$ cat src/verilog/cap_sense_pkg.sv
// Package with constants and types for the capacitive sensing counter logic
package cap_sense_pkg;
  // Counter widths
  localparam int BYTE_W = 8;
  localparam int RLX_W = 6;
  localparam int WORD_W = 16;
  localparam int SEQ_W = 12;
  localparam int DIV_W = 8;
  localparam int DIV_SEL_W = 4;
  // Control word bit positions
  localparam int CTL_EN_BIT = 0;
  localparam int CTL_SD_BIT = 3;
  localparam int CTL_W = 8;
  // Terminal and reset values
  localparam logic [BYTE_W-1:0] BYTE_ZERO = 8'h00;
  localparam logic [BYTE_W-1:0] BYTE_TC = 8'hFF;
  localparam logic [RLX_W-1:0] RLX_ZERO = 6'h00;
  localparam logic [RLX_W-1:0] RLX_ONE = 6'h01;
  localparam logic [WORD_W-1:0] WORD_ZERO = 16'h0000;
  localparam logic [WORD_W-1:0] WORD_ONE = 16'h0001;
  localparam logic [WORD_W-1:0] WORD_TC = 16'hFFFF;
  localparam logic [SEQ_W-1:0] SEQ_SEED = 12'h001;
  localparam logic [DIV_W-1:0] DIV_ZERO = 8'h00;
  localparam logic [DIV_W-1:0] DIV_ONE = 8'h01;
  localparam logic [DIV_SEL_W-1:0] DIV_MAX_SEL = 4'h8;
  localparam logic [SEQ_W-1:0] TAP8_MASK = 12'h0B8;
  localparam logic [SEQ_W-1:0] TAP12_MASK = 12'hE08;
  localparam logic [SEQ_W-1:0] LOW8_MASK = 12'h0FF;
  // Measurement methods
  typedef enum logic [2:0] {
    METH_CHARGE = 3'h0,
    METH_RELAX1 = 3'h1,
    METH_RELAX2 = 3'h3,
    METH_SUCC = 3'h2,
    METH_SIGMA = 3'h6
  } method_t;
  // Measurement sequencer states, Gray along idle-run-done
  typedef enum logic [1:0] {
    ST_IDLE = 2'b00,
    ST_RUN = 2'b01,
    ST_DONE = 2'b11
  } state_t;
endpackage : cap_sense_pkg

$ cat src/verilog/sync_two_stage.sv
// Two flip-flop level synchroniser into the system clock domain
`timescale 1ns/1ps
module sync_two_stage (
  input wire logic core_clk,
  input wire logic sys_rst,
  input wire logic async_in,
  output logic sync_out
);
  typedef struct packed {
    logic first_ff;
    logic second_ff;
  } sync_state_t;
  sync_state_t st_reg;
  sync_state_t st_next;

  // First stage feeds only the second stage, never other logic
  always_comb begin
    st_next = st_reg;
    st_next.first_ff = async_in;
    st_next.second_ff = st_reg.first_ff;
  end

  // Register both stages
  always_ff @(posedge core_clk) begin
    if (sys_rst) begin
      st_reg <= '0;
    end else begin
      st_reg <= st_next;
    end
  end

  assign sync_out = st_reg.second_ff;
endmodule : sync_two_stage

$ cat src/verilog/prs_gen.sv
// Prescaled pseudo-random sequence generator driving the sense switch
`timescale 1ns/1ps
module prs_gen (
  input wire logic core_clk,
  input wire logic sys_rst,
  input wire logic prs_run,
  input wire logic prs_long,
  input wire logic [cap_sense_pkg::DIV_SEL_W-1:0] prs_div_sel,
  output logic prs_tick,
  output logic prs_bit
);
  import cap_sense_pkg::*;
  typedef struct packed {
    logic [DIV_W-1:0] div_cnt;
    logic [SEQ_W-1:0] lfsr;
    logic tick;
  } prs_state_t;
  prs_state_t st_reg;
  prs_state_t st_next;
  logic [DIV_W:0] div_span;
  logic [SEQ_W-1:0] taps;

  // Divide by a power of two, selects above 8 clamp to 256
  always_comb begin
    st_next = st_reg;
    div_span = (prs_div_sel > DIV_MAX_SEL) ? (9'h001 << DIV_MAX_SEL)
                                           : (9'h001 << prs_div_sel);
    taps = prs_long ? TAP12_MASK : TAP8_MASK;
    st_next.tick = 1'b0;
    if (!prs_run) begin
      st_next.div_cnt = DIV_ZERO;
      st_next.lfsr = SEQ_SEED;
    end else if ({1'b0, st_reg.div_cnt} >= div_span - 9'h001) begin
      st_next.div_cnt = DIV_ZERO;
      st_next.tick = 1'b1;
      // Galois shift; short mode keeps only the low byte live
      st_next.lfsr = (st_reg.lfsr >> 1) ^ (st_reg.lfsr[0] ? taps : SEQ_SEED ^ SEQ_SEED);
      if (!prs_long) begin
        st_next.lfsr = st_next.lfsr & LOW8_MASK;
      end
    end else begin
      st_next.div_cnt = st_reg.div_cnt + DIV_ONE;
    end
  end

  // State register
  always_ff @(posedge core_clk) begin
    if (sys_rst) begin
      st_reg <= '{div_cnt: DIV_ZERO, lfsr: SEQ_SEED, tick: 1'b0};
    end else begin
      st_reg <= st_next;
    end
  end

  assign prs_tick = st_reg.tick;
  assign prs_bit = st_reg.lfsr[0];
endmodule : prs_gen

$ cat src/verilog/cap_sense_count_logic.sv
// Counting and sequencing core of the capacitive sensing front end
`timescale 1ns/1ps
module cap_sense_count_logic (
  input wire logic core_clk,
  input wire logic sys_rst,
  input wire logic [cap_sense_pkg::CTL_W-1:0] sense_control_zero,
  input wire logic [2:0] method_sel,
  input wire logic one_shot,
  input wire logic [cap_sense_pkg::BYTE_W-1:0] interval_len,
  input wire logic [cap_sense_pkg::RLX_W-1:0] relax_cycles,
  input wire logic comparator_zero_input,
  input wire logic relaxation_oscillator,
  input wire logic internal_main_oscillator,
  input wire logic interval_timer_start,
  input wire logic prs_run,
  input wire logic prs_long,
  input wire logic [cap_sense_pkg::DIV_SEL_W-1:0] prs_div_sel,
  input wire logic prs_switch_sel,
  output logic sense_switch,
  output logic [cap_sense_pkg::BYTE_W-1:0] count_low_byte,
  output logic [cap_sense_pkg::BYTE_W-1:0] count_high_byte,
  output logic count_overflow,
  output logic result_ready,
  output logic delay_event,
  output logic interval_end_event
);
  import cap_sense_pkg::*;

  ////////////////////////////////////////////////////////////////////////////
  // State record
  typedef struct packed {
    state_t state;
    logic en_prev;
    logic ro_prev;
    logic imo_prev;
    logic start_prev;
    logic armed;
    logic sd_stopped;
    logic [BYTE_W-1:0] cnt_lo;
    logic [BYTE_W-1:0] cnt_hi;
    logic [RLX_W-1:0] cnt_rlx;
    logic [BYTE_W-1:0] cap_lo;
    logic [BYTE_W-1:0] cap_hi;
    logic ovf;
    logic ready;
    logic delay_ev;
    logic end_ev;
    logic switch_out;
  } core_state_t;
  core_state_t st_reg;
  core_state_t st_next;

  logic cmp_sync;
  logic ro_sync;
  logic imo_sync;
  logic prs_tick;
  logic prs_bit;
  logic enable;
  logic sd_mode;
  logic ro_rise;
  logic imo_rise;
  logic [WORD_W-1:0] word_cnt;
  logic [WORD_W-1:0] word_inc;
  logic lo_tc;

  ////////////////////////////////////////////////////////////////////////////
  // Synchronisers for comparator and both oscillator clocks
  sync_two_stage u_cmp_sync (
    .core_clk(core_clk),
    .sys_rst(sys_rst),
    .async_in(comparator_zero_input),
    .sync_out(cmp_sync)
  );

  // Oscillator edges are sampled, so they must run below half of core_clk
  sync_two_stage u_ro_sync (
    .core_clk(core_clk),
    .sys_rst(sys_rst),
    .async_in(relaxation_oscillator),
    .sync_out(ro_sync)
  );

  sync_two_stage u_imo_sync (
    .core_clk(core_clk),
    .sys_rst(sys_rst),
    .async_in(internal_main_oscillator),
    .sync_out(imo_sync)
  );

  // Sequence generator for the sense switch
  prs_gen u_prs (
    .core_clk(core_clk),
    .sys_rst(sys_rst),
    .prs_run(prs_run),
    .prs_long(prs_long),
    .prs_div_sel(prs_div_sel),
    .prs_tick(prs_tick),
    .prs_bit(prs_bit)
  );

  ////////////////////////////////////////////////////////////////////////////
  // Decoded controls and shared counter arithmetic
  assign enable = sense_control_zero[CTL_EN_BIT];
  assign sd_mode = sense_control_zero[CTL_SD_BIT];
  assign ro_rise = ro_sync & ~st_reg.ro_prev;
  assign imo_rise = imo_sync & ~st_reg.imo_prev;
  assign word_cnt = {st_reg.cnt_hi, st_reg.cnt_lo};
  assign word_inc = word_cnt + WORD_ONE;
  assign lo_tc = (st_reg.cnt_lo == interval_len);

  ////////////////////////////////////////////////////////////////////////////
  // Next-state logic
  always_comb begin
    st_next = st_reg;
    st_next.en_prev = enable;
    st_next.ro_prev = ro_sync;
    st_next.imo_prev = imo_sync;
    st_next.start_prev = interval_timer_start;
    st_next.delay_ev = 1'b0;
    st_next.end_ev = 1'b0;
    // Switch follows the sequence or a plain toggle at the prescaled rate
    if (prs_switch_sel) begin
      st_next.switch_out = prs_bit;
    end else if (prs_tick) begin
      st_next.switch_out = ~st_reg.switch_out;
    end
    if (!enable) begin
      // Disable clears the counters and re-arms for the next run
      st_next.state = ST_IDLE;
      st_next.cnt_lo = BYTE_ZERO;
      st_next.cnt_hi = BYTE_ZERO;
      st_next.cnt_rlx = RLX_ZERO;
      st_next.sd_stopped = 1'b0;
      st_next.armed = 1'b1;
    end else begin
      unique case (st_reg.state)
        ST_IDLE: begin
          // Only a fresh rise of enable starts a measurement
          if (!st_reg.en_prev && st_reg.armed) begin
            st_next.state = ST_RUN;
            st_next.armed = 1'b0;
            st_next.ready = 1'b0;
            st_next.ovf = 1'b0;
          end
        end
        ST_RUN: begin
          unique case (method_sel)
            METH_RELAX1: begin
              // Low counter on oscillator clock, high counter on sensed oscillator
              if (imo_rise) begin
                st_next.cnt_lo = st_reg.cnt_lo + 8'h01;
              end
              if (ro_rise) begin
                st_next.cnt_hi = st_reg.cnt_hi + 8'h01;
                if (st_reg.cnt_hi == BYTE_TC) begin
                  st_next.ovf = 1'b1;
                end
              end
              if (imo_rise && lo_tc) begin
                st_next.cap_lo = BYTE_ZERO;
                st_next.cap_hi = st_reg.cnt_hi;
                st_next.ready = 1'b1;
                st_next.end_ev = 1'b1;
                st_next.cnt_lo = BYTE_ZERO;
                st_next.cnt_hi = BYTE_ZERO;
                if (one_shot) begin
                  st_next.state = ST_DONE;
                end
              end
            end
            METH_RELAX2: begin
              // Chained word on oscillator clock until six-bit count is reached
              if (imo_rise) begin
                {st_next.cnt_hi, st_next.cnt_lo} = word_inc;
                if (word_cnt == WORD_TC) begin
                  st_next.ovf = 1'b1;
                end
              end
              if (ro_rise) begin
                st_next.cnt_rlx = st_reg.cnt_rlx + RLX_ONE;
                if (st_reg.cnt_rlx + RLX_ONE == relax_cycles) begin
                  {st_next.cap_hi, st_next.cap_lo} = word_cnt;
                  st_next.ready = 1'b1;
                  st_next.end_ev = 1'b1;
                  st_next.cnt_rlx = RLX_ZERO;
                  {st_next.cnt_hi, st_next.cnt_lo} = WORD_ZERO;
                  if (one_shot) begin
                    st_next.state = ST_DONE;
                  end
                end
              end
            end
            METH_CHARGE: begin
              // Count oscillator clocks until the comparator trips
              if (imo_rise) begin
                {st_next.cnt_hi, st_next.cnt_lo} = word_inc;
                if (word_cnt == WORD_TC) begin
                  st_next.ovf = 1'b1;
                end
              end
              if (cmp_sync) begin
                {st_next.cap_hi, st_next.cap_lo} = word_cnt;
                st_next.ready = 1'b1;
                st_next.end_ev = 1'b1;
                if (one_shot) begin
                  st_next.state = ST_DONE;
                end else begin
                  {st_next.cnt_hi, st_next.cnt_lo} = WORD_ZERO;
                end
              end
            end
            METH_SUCC: begin
              // Six-bit delay on oscillator clock, one event when it expires
              if (imo_rise) begin
                st_next.cnt_rlx = st_reg.cnt_rlx + RLX_ONE;
                if (st_reg.cnt_rlx + RLX_ONE == relax_cycles) begin
                  st_next.delay_ev = 1'b1;
                  st_next.ready = 1'b1;
                  st_next.state = ST_DONE;
                end
              end
            end
            METH_SIGMA: begin
              // Gated count; a start fall ends the run at either comparator level
              if (!sd_mode) begin
                st_next.state = ST_RUN;
              end else if (st_reg.sd_stopped) begin
                st_next.state = ST_DONE;
              end else if (cmp_sync && interval_timer_start) begin
                {st_next.cnt_hi, st_next.cnt_lo} = word_inc;
                if (word_cnt == WORD_TC) begin
                  st_next.ovf = 1'b1;
                end
              end else if (cmp_sync && st_reg.start_prev && !interval_timer_start) begin
                st_next.sd_stopped = 1'b1;
              end else if (!cmp_sync && !interval_timer_start && st_reg.start_prev) begin
                st_next.sd_stopped = 1'b1;
              end
              if (st_reg.start_prev && !interval_timer_start) begin
                {st_next.cap_hi, st_next.cap_lo} = word_cnt;
                st_next.ready = 1'b1;
                st_next.end_ev = 1'b1;
                st_next.state = ST_DONE;
              end
            end
            default: begin
              st_next.state = ST_IDLE;
            end
          endcase
        end
        ST_DONE: begin
          // Counters frozen until enable is cleared
          st_next.state = ST_DONE;
        end
        default: begin
          st_next.state = ST_IDLE;
        end
      endcase
    end
  end

  ////////////////////////////////////////////////////////////////////////////
  // State register
  always_ff @(posedge core_clk) begin
    if (sys_rst) begin
      st_reg <= '0;
    end else begin
      st_reg <= st_next;
    end
  end

  ////////////////////////////////////////////////////////////////////////////
  // Outputs straight from the state register
  assign sense_switch = st_reg.switch_out;
  assign count_low_byte = st_reg.cap_lo;
  assign count_high_byte = st_reg.cap_hi;
  assign count_overflow = st_reg.ovf;
  assign result_ready = st_reg.ready;
  assign delay_event = st_reg.delay_ev;
  assign interval_end_event = st_reg.end_ev;
endmodule : cap_sense_count_logic

$ cat config.mk
export PLATFORM = sky130hd
export DESIGN_NAME = cap_sense_count_logic
export DESIGN_NICKNAME = d
export VERILOG_FILES = /design/src/verilog/cap_sense_pkg.sv /design/src/verilog/sync_two_stage.sv /design/src/verilog/prs_gen.sv /design/src/verilog/cap_sense_count_logic.sv
export SDC_FILE = /design/constraint.sdc
export NUM_CORES = 1
export LEC_CHECK = 0
export BUFFER_PORTS_ARGS = -buffer_cell sky130_fd_sc_hd__buf_2
export CAP_MARGIN = 5
export CORE_MARGIN = 5
export CORE_UTILIZATION = 55
export CTS_CLUSTER_DIAMETER = 200
export DETAILED_ROUTE_END_ITERATION = 16
export GPL_TIMING_DRIVEN = 0
export PLACE_DENSITY = 0.74
export RECOVER_POWER = 50
export SLEW_MARGIN = 0
export SYNTH_ARGS = -nofsm -noshare
export SYNTH_HDL_FRONTEND = slang
export SYNTH_SLANG_ARGS = --single-unit
$ cat constraint.sdc
create_clock -name core_clk -period 3.6 [get_ports core_clk]
set_input_delay 0.36 -clock core_clk [delete_from_list [all_inputs] [get_ports core_clk]]
set_output_delay 0.36 -clock core_clk [all_outputs]
set_load 0.02 [all_outputs]
# Word-level counts from Yosys, hierarchy flattened
# Cells that the tools add are included.
# classes
reduce_logical,31
n_div,0
addsub,6
n_shift,1
n_mux,71
n_bitwise,11
eq_ne,39
magnitude_cmp,2
multipliers,0
# op_table
op,count
16-bit two-way mux,10
38-bit two-way mux,2
17-bit case mux with 4 select lines,1
16-bit case mux with 4 select lines,1
39-bit two-way mux,1
3-bit inequality test (second input constant),13
12-bit two-way mux,3
17-bit two-way mux,2
2-bit two-way mux,14
1-bit two-way mux,26
8-bit by 1-bit adder with 8-bit output (second input constant),3
24-bit two-way mux,1
2-bit inequality test (second input constant),9
16-bit by 1-bit adder with 16-bit output (second input constant),1
16-bit equality test (second input constant),1
8-bit two-way mux,2
8-bit AND reduction,2
6-bit case mux with 2 select lines,1
6-bit AND reduction,2
11-bit by 12-bit bitwise XOR with 12-bit output,1
11-bit AND reduction,1
2-bit case mux with 5 select lines,1
8-bit by 9-bit greater-or-equal comparator with 1-bit output,1
9-bit two-way mux,1
other kinds (37),61
# word_totals
mem_bits_ro,0
elab_cells,187
mem_count,0
output_inout_bits,21
ram_bits,0
reg_bits,78
latch_bits,0
input_bits,39

# Logic depth before layout (Yosys ltp)
# depth
ltp_word,11
ltp_mapped,14
mapped_depth_nobuf,12

# Hierarchy
# From an unflattened synthesis, not the netlist that was laid out.
# unflattened
cells_unflattened,584
hier_area_um2,4822.1
# by_module_without_submodules
mod,cells_per_inst,seq_area_each_um2,n_inst,area_per_inst_um2
cap_sense_count_logic,437,1021.0,1,3393.3
prs_gen,135,420.4,1,1271.2
sync_two_stage,4,40.0,3,52.6

# Worst setup path before layout
# No wires, ideal clock.
# synth_path
kind,input port to flip-flop
start,in prs_div_sel[1] (netlist bit)
end,reg u_prs.st_reg[7] (netlist bit)
path_stages,14
setup_slack_ns,0.573
setup_time_ns,0.117
arrival_ns,2.910
required_time_ns,3.483
n_path_buf,2
cell_sequence,nor3_1 nand2_1 ha_1 clkbuf_1 nor3_1 mux2_2 a21oi_1 ha_1 o21a_1 o21ai_0 o211ai_1 nand2_1 buf_2 a22o_1
# synth_between
elab_chain_cells,4
elab_cells_between_ends,5
classes_between,add/sub (1); order compare (2); shift (1); mux (1)
# synth_rtl
element,line_no,source
"start, declared",cap_sense_count_logic.sv:17,"input wire logic [cap_sense_pkg::DIV_SEL_W-1:0] prs_div_sel,"
4-bit > comparator / 1-bit by 4-bit left shift with 9-bit output (equally long branches),"prs_gen.sv:26, prs_gen.sv:27",
9-bit two-way mux *,prs_gen.sv:26,div_span = (prs_div_sel > DIV_MAX_SEL) ? (9'h001 << DIV_MAX_SEL)
9-bit by 1-bit subtractor with 9-bit output *,prs_gen.sv:33,"end else if ({1'b0, st_reg.div_cnt} >= div_span - 9'h001) begin"
8-bit by 9-bit greater-or-equal comparator with 1-bit output *,prs_gen.sv:33,
"end signal, assigned",prs_gen.sv:49,"st_reg <= '{div_cnt: DIV_ZERO, lfsr: SEQ_SEED, tick: 1'b0};"
"end signal, assigned",prs_gen.sv:51,st_reg <= st_next;
"end, declared",prs_gen.sv:18,prs_state_t st_reg;
# Mark *: on every way between the ends. The rest lies on a longest branch, timed or not.
# A chain may end at the register's enable or synchronous reset.

# Worst setup path in the final report
# layout_path
start,in prs_div_sel[1] (netlist bit)
end,reg u_prs.st_reg[4] (netlist bit)
# The elaborated chain is that of the path after synthesis.

==> run_results.csv <==
group,metric,value,unit
clock_network,clk_root_buffer_cell,"clkbuf_8",
worst_setup_path,crit_fanout,10,
floorplanning,die-height,103,um
synthesis,synth-seq-cells,78,
layout,fill_cells,785,
routing,dr.first_iter.drc_count,355,
layout,cell_count_final_fillers_out,749,
worst_setup_path,worst_ep_required,3860,ps
synthesis,yosysWarnings,0,
power,vdd_drop_max,0.000257,V
floorplanning,dieWidth,103,um
synthesis,synth_mux_area_share,2.15,%
layout,final_layout_size_suffix_gt1_share,13.0,%
place,port-buffer-count,52,
flow_run,drv.max_cap_violation_count,0,
synthesis,synth.cell_area,4720,um2
sta,worst_slew_pin_slew,889,ps
sta,fin_setup_tns,0,ps
synthesis,synth-simple-area-share,22.6,%
layout,num_antenna_cells,0,
synthesis,synth_nets,628,
clock_network,tritoncts,"yes",
layout,layout.cells.most_common,"dfxtp_1",
layout,nNetsFinal,691,
place,post-place-cells,733,
clock_network,cts_hold_buffers,0,
sta,grt_setup_unrepaired,"no",
synthesis,synth-edff-count,0,
layout,area_delta_synth_final,11.4,%
clock_network,cts_setup_buffers,0,
routing,drc_errors,0,
synthesis,ys_async_sr_fraction,0,%
synthesis,share_of_synthesized_cell_area_in_full_adder_half_adder_and_majority_cells,3.45,%
clock_network,clock_path_buffers,2,
floorplanning,io-pin-count,60,
layout,max_reg_flops,30,
synthesis,dominant_combinational_cell_family_by_area_after_synthesis,"compound AO/OA/AOI/OAI gates",
place,globalplace.congestion,0.898,
sta,fin_skew,6.22,ps
sta,max_clock_freq,307,MHz
global_route,grt_use_total,23.4,%
worst_setup_path,critical_path.startpoint_type,"input port",
sta,max_slew_margin,39.2,%
global_route,grt_pass1_vias,4262,
global_route,globalRouteOverflowTotal,0,
routing,detailroute.via_count,4513,
floorplanning,core-area,8300,um2
global_route,first_pass_grt_wire_length,19600,um
outcome,outcome,"complete, no violations",
synthesis,netlist_instances,576,
sta,fin_crit_share,90.5,%
floorplanning,floorplan.initialDensity,56.9,%
synthesis,synth_xor_xnor_area_share,7.37,%
clock_network,clkTransAtPathRegs,80,ps
power,p_leak,1.97,nW
place,detailedPlacementHpwl,8840,um
synthesis,synth_compound_area_share,24.4,%
floorplanning,num_rows,33,
worst_setup_path,signal_arrival_time_at_the_worst_endpoint,3520,ps
sta,period_needed,3260,ps
sta,report.final.setup_viol,0,
synthesis,postSynth.topFlopCell,"dfxtp_1",
routing,ant_nets,0,
routing,detailedRoute.firstPassIterationCount,5,
global_route,antenna_violations_before_repair,0,
sta,report.final.hold_viol_count,0,
worst_setup_path,setup.worst_path.class,"in2reg",
sta,timing.hold.ws,208,ps
synthesis,synth_sequential_area_ratio,33.1,%
worst_setup_path,critical_path.endpoint_type,"register",
layout,most-common-layout-cells,"dfxtp_1, a21oi_1, nor2_1",
layout,utilization,63.3,%
routing,detail_route.vias_per_cell,6.03,
floorplanning,total_die_area,10500,um2
synthesis,synth.avg_cell_area,8.19,um2
clock_network,cts.htree.levels,3,
clock_network,clock_sinks,78,
clock_network,post_cts.resized_instances,0,
clock_network,insertion_delay,360,ps
synthesis,yosys.cell_types.count,68,
min_path,hold_path.class,"in2reg",
clock_network,tritoncts.num_buffers,9,
global_route,grt_max_degree,14,
routing,detail_route.wl_per_cell,15.9,um
routing,detail_route.wirelength,11900,um
power,total_power_per_unit_cell_area,318,nW/um2
sta,timing.final.max_slew_violations,0,
metrics by stage:
step	cell area, um2	total power, mW	setup slack, ps
final	5260	1.67	342
after global routing	5260	1.75	53.1
after CTS	5290	1.68	332
after detailed placement	5110	1.08	-37.9
after global placement	5110	1.08	74.0
after floorplan	4720	1.02	573
synth_stat cells (3+ instances only):
master      n  area share (%)
clkbuf_1   20             1.6
xor2_1     17             3.2
nand4_1     6            0.80
o22ai_1     6            0.80
nand2b_1   17             2.3
inv_1      10            0.80
o21ai_0    25             2.7
o211ai_1    3            0.48
a2111oi_0   3            0.56
or3_1       5            0.66
a211oi_1    3            0.48
a22oi_1     4            0.64
o21a_1      4            0.64
a22o_1      8             1.5
a32o_1      5             1.1
o221ai_1    7             1.3
a31oi_1     7            0.93
xnor2_1    19             3.5
o2111ai_1   3            0.56
nand3_1    30             3.2
nand2_1    41             3.3
dfxtp_1    78              33
o31ai_1     6            0.95
nor3_1     10             1.1
ha_1       13             3.4
and3_1     10             1.3
nor2_1     48             3.8
a21oi_1    59             6.3
buf_6       4            0.95
and2_1      5            0.66
a21o_1      8             1.3
nor4_1      5            0.66
mux2i_1     9             1.9
buf_4      17             2.7
nor2b_1    17             2.3
buf_2       6            0.64
final timing paths:
kind	to	start	cells past startpoint	slack (ps)
max	u_prs.st_reg[4]	prs_div_sel[1]	15	340
min	u_imo_sync.st_next[0]	internal_main_oscillator	2	210
min reg2reg	u_cmp_sync.sync_out	u_cmp_sync.st_next[0]	1	460
max reg2reg	st_reg[32]	st_reg[46]	7	920
worst max-delay path, stage by stage:
cell and delay [ps]:
buf_2 140, nor3_1 290, nand2_1 130, ha_1 190, clkbuf_1 180, nor3_1 210, mux2_2 190, a21oi_1 60
ha_1 270, o21a_1 110, o21ai_0 80, o211ai_1 610, nand2_1 210, buf_2 240, a22o_1 240
per-layer routing:
metal | wire length [um] | vias to the layer above | global-route usage, % | share of wire, %
met5 | 0 | - | 0 | 0
met4 | 398 | 0 | 11.0 | 3.3
met3 | 845 | 37 | 4.40 | 7.1
met2 | 5770 | 160 | 39.5 | 48
met1 | 4910 | 2106 | 28.9 | 41
li1 | - | 2210 | - | -
cells by family (layout without fill, tap and decap cells):
kind of cell	after synthesis	count (layout)
AO/OA/AOI/OAI	171	171
flip-flops	78	78
XOR/XNOR	38	38
adder cells (fa/ha/maj)	13	13
multiplexers	10	10
buffers and inverters	60	128
AND/OR/NAND/NOR	206	206
layout make-up:
cell class                 count  area, um2  share of cell area (%)
multi-input combinational    438       2830                    53.8
sequential                    78       1560                    29.7
buffer                        50        289                    5.50
timing repair buffer          52        233                    4.43
clock buffer                  12        145                    2.76
tap                          105        131                    2.50
inverter                      10       37.5                   0.714
clock inverter                 4       31.3                   0.595
where the power goes:
part           internal (mW)  switching [mW]  leakage, nW
registers              0.872         0.00754        0.631
logic                 0.0663           0.120         1.26
clock network          0.272           0.335       0.0792
Power figures use the tool's default switching activity.
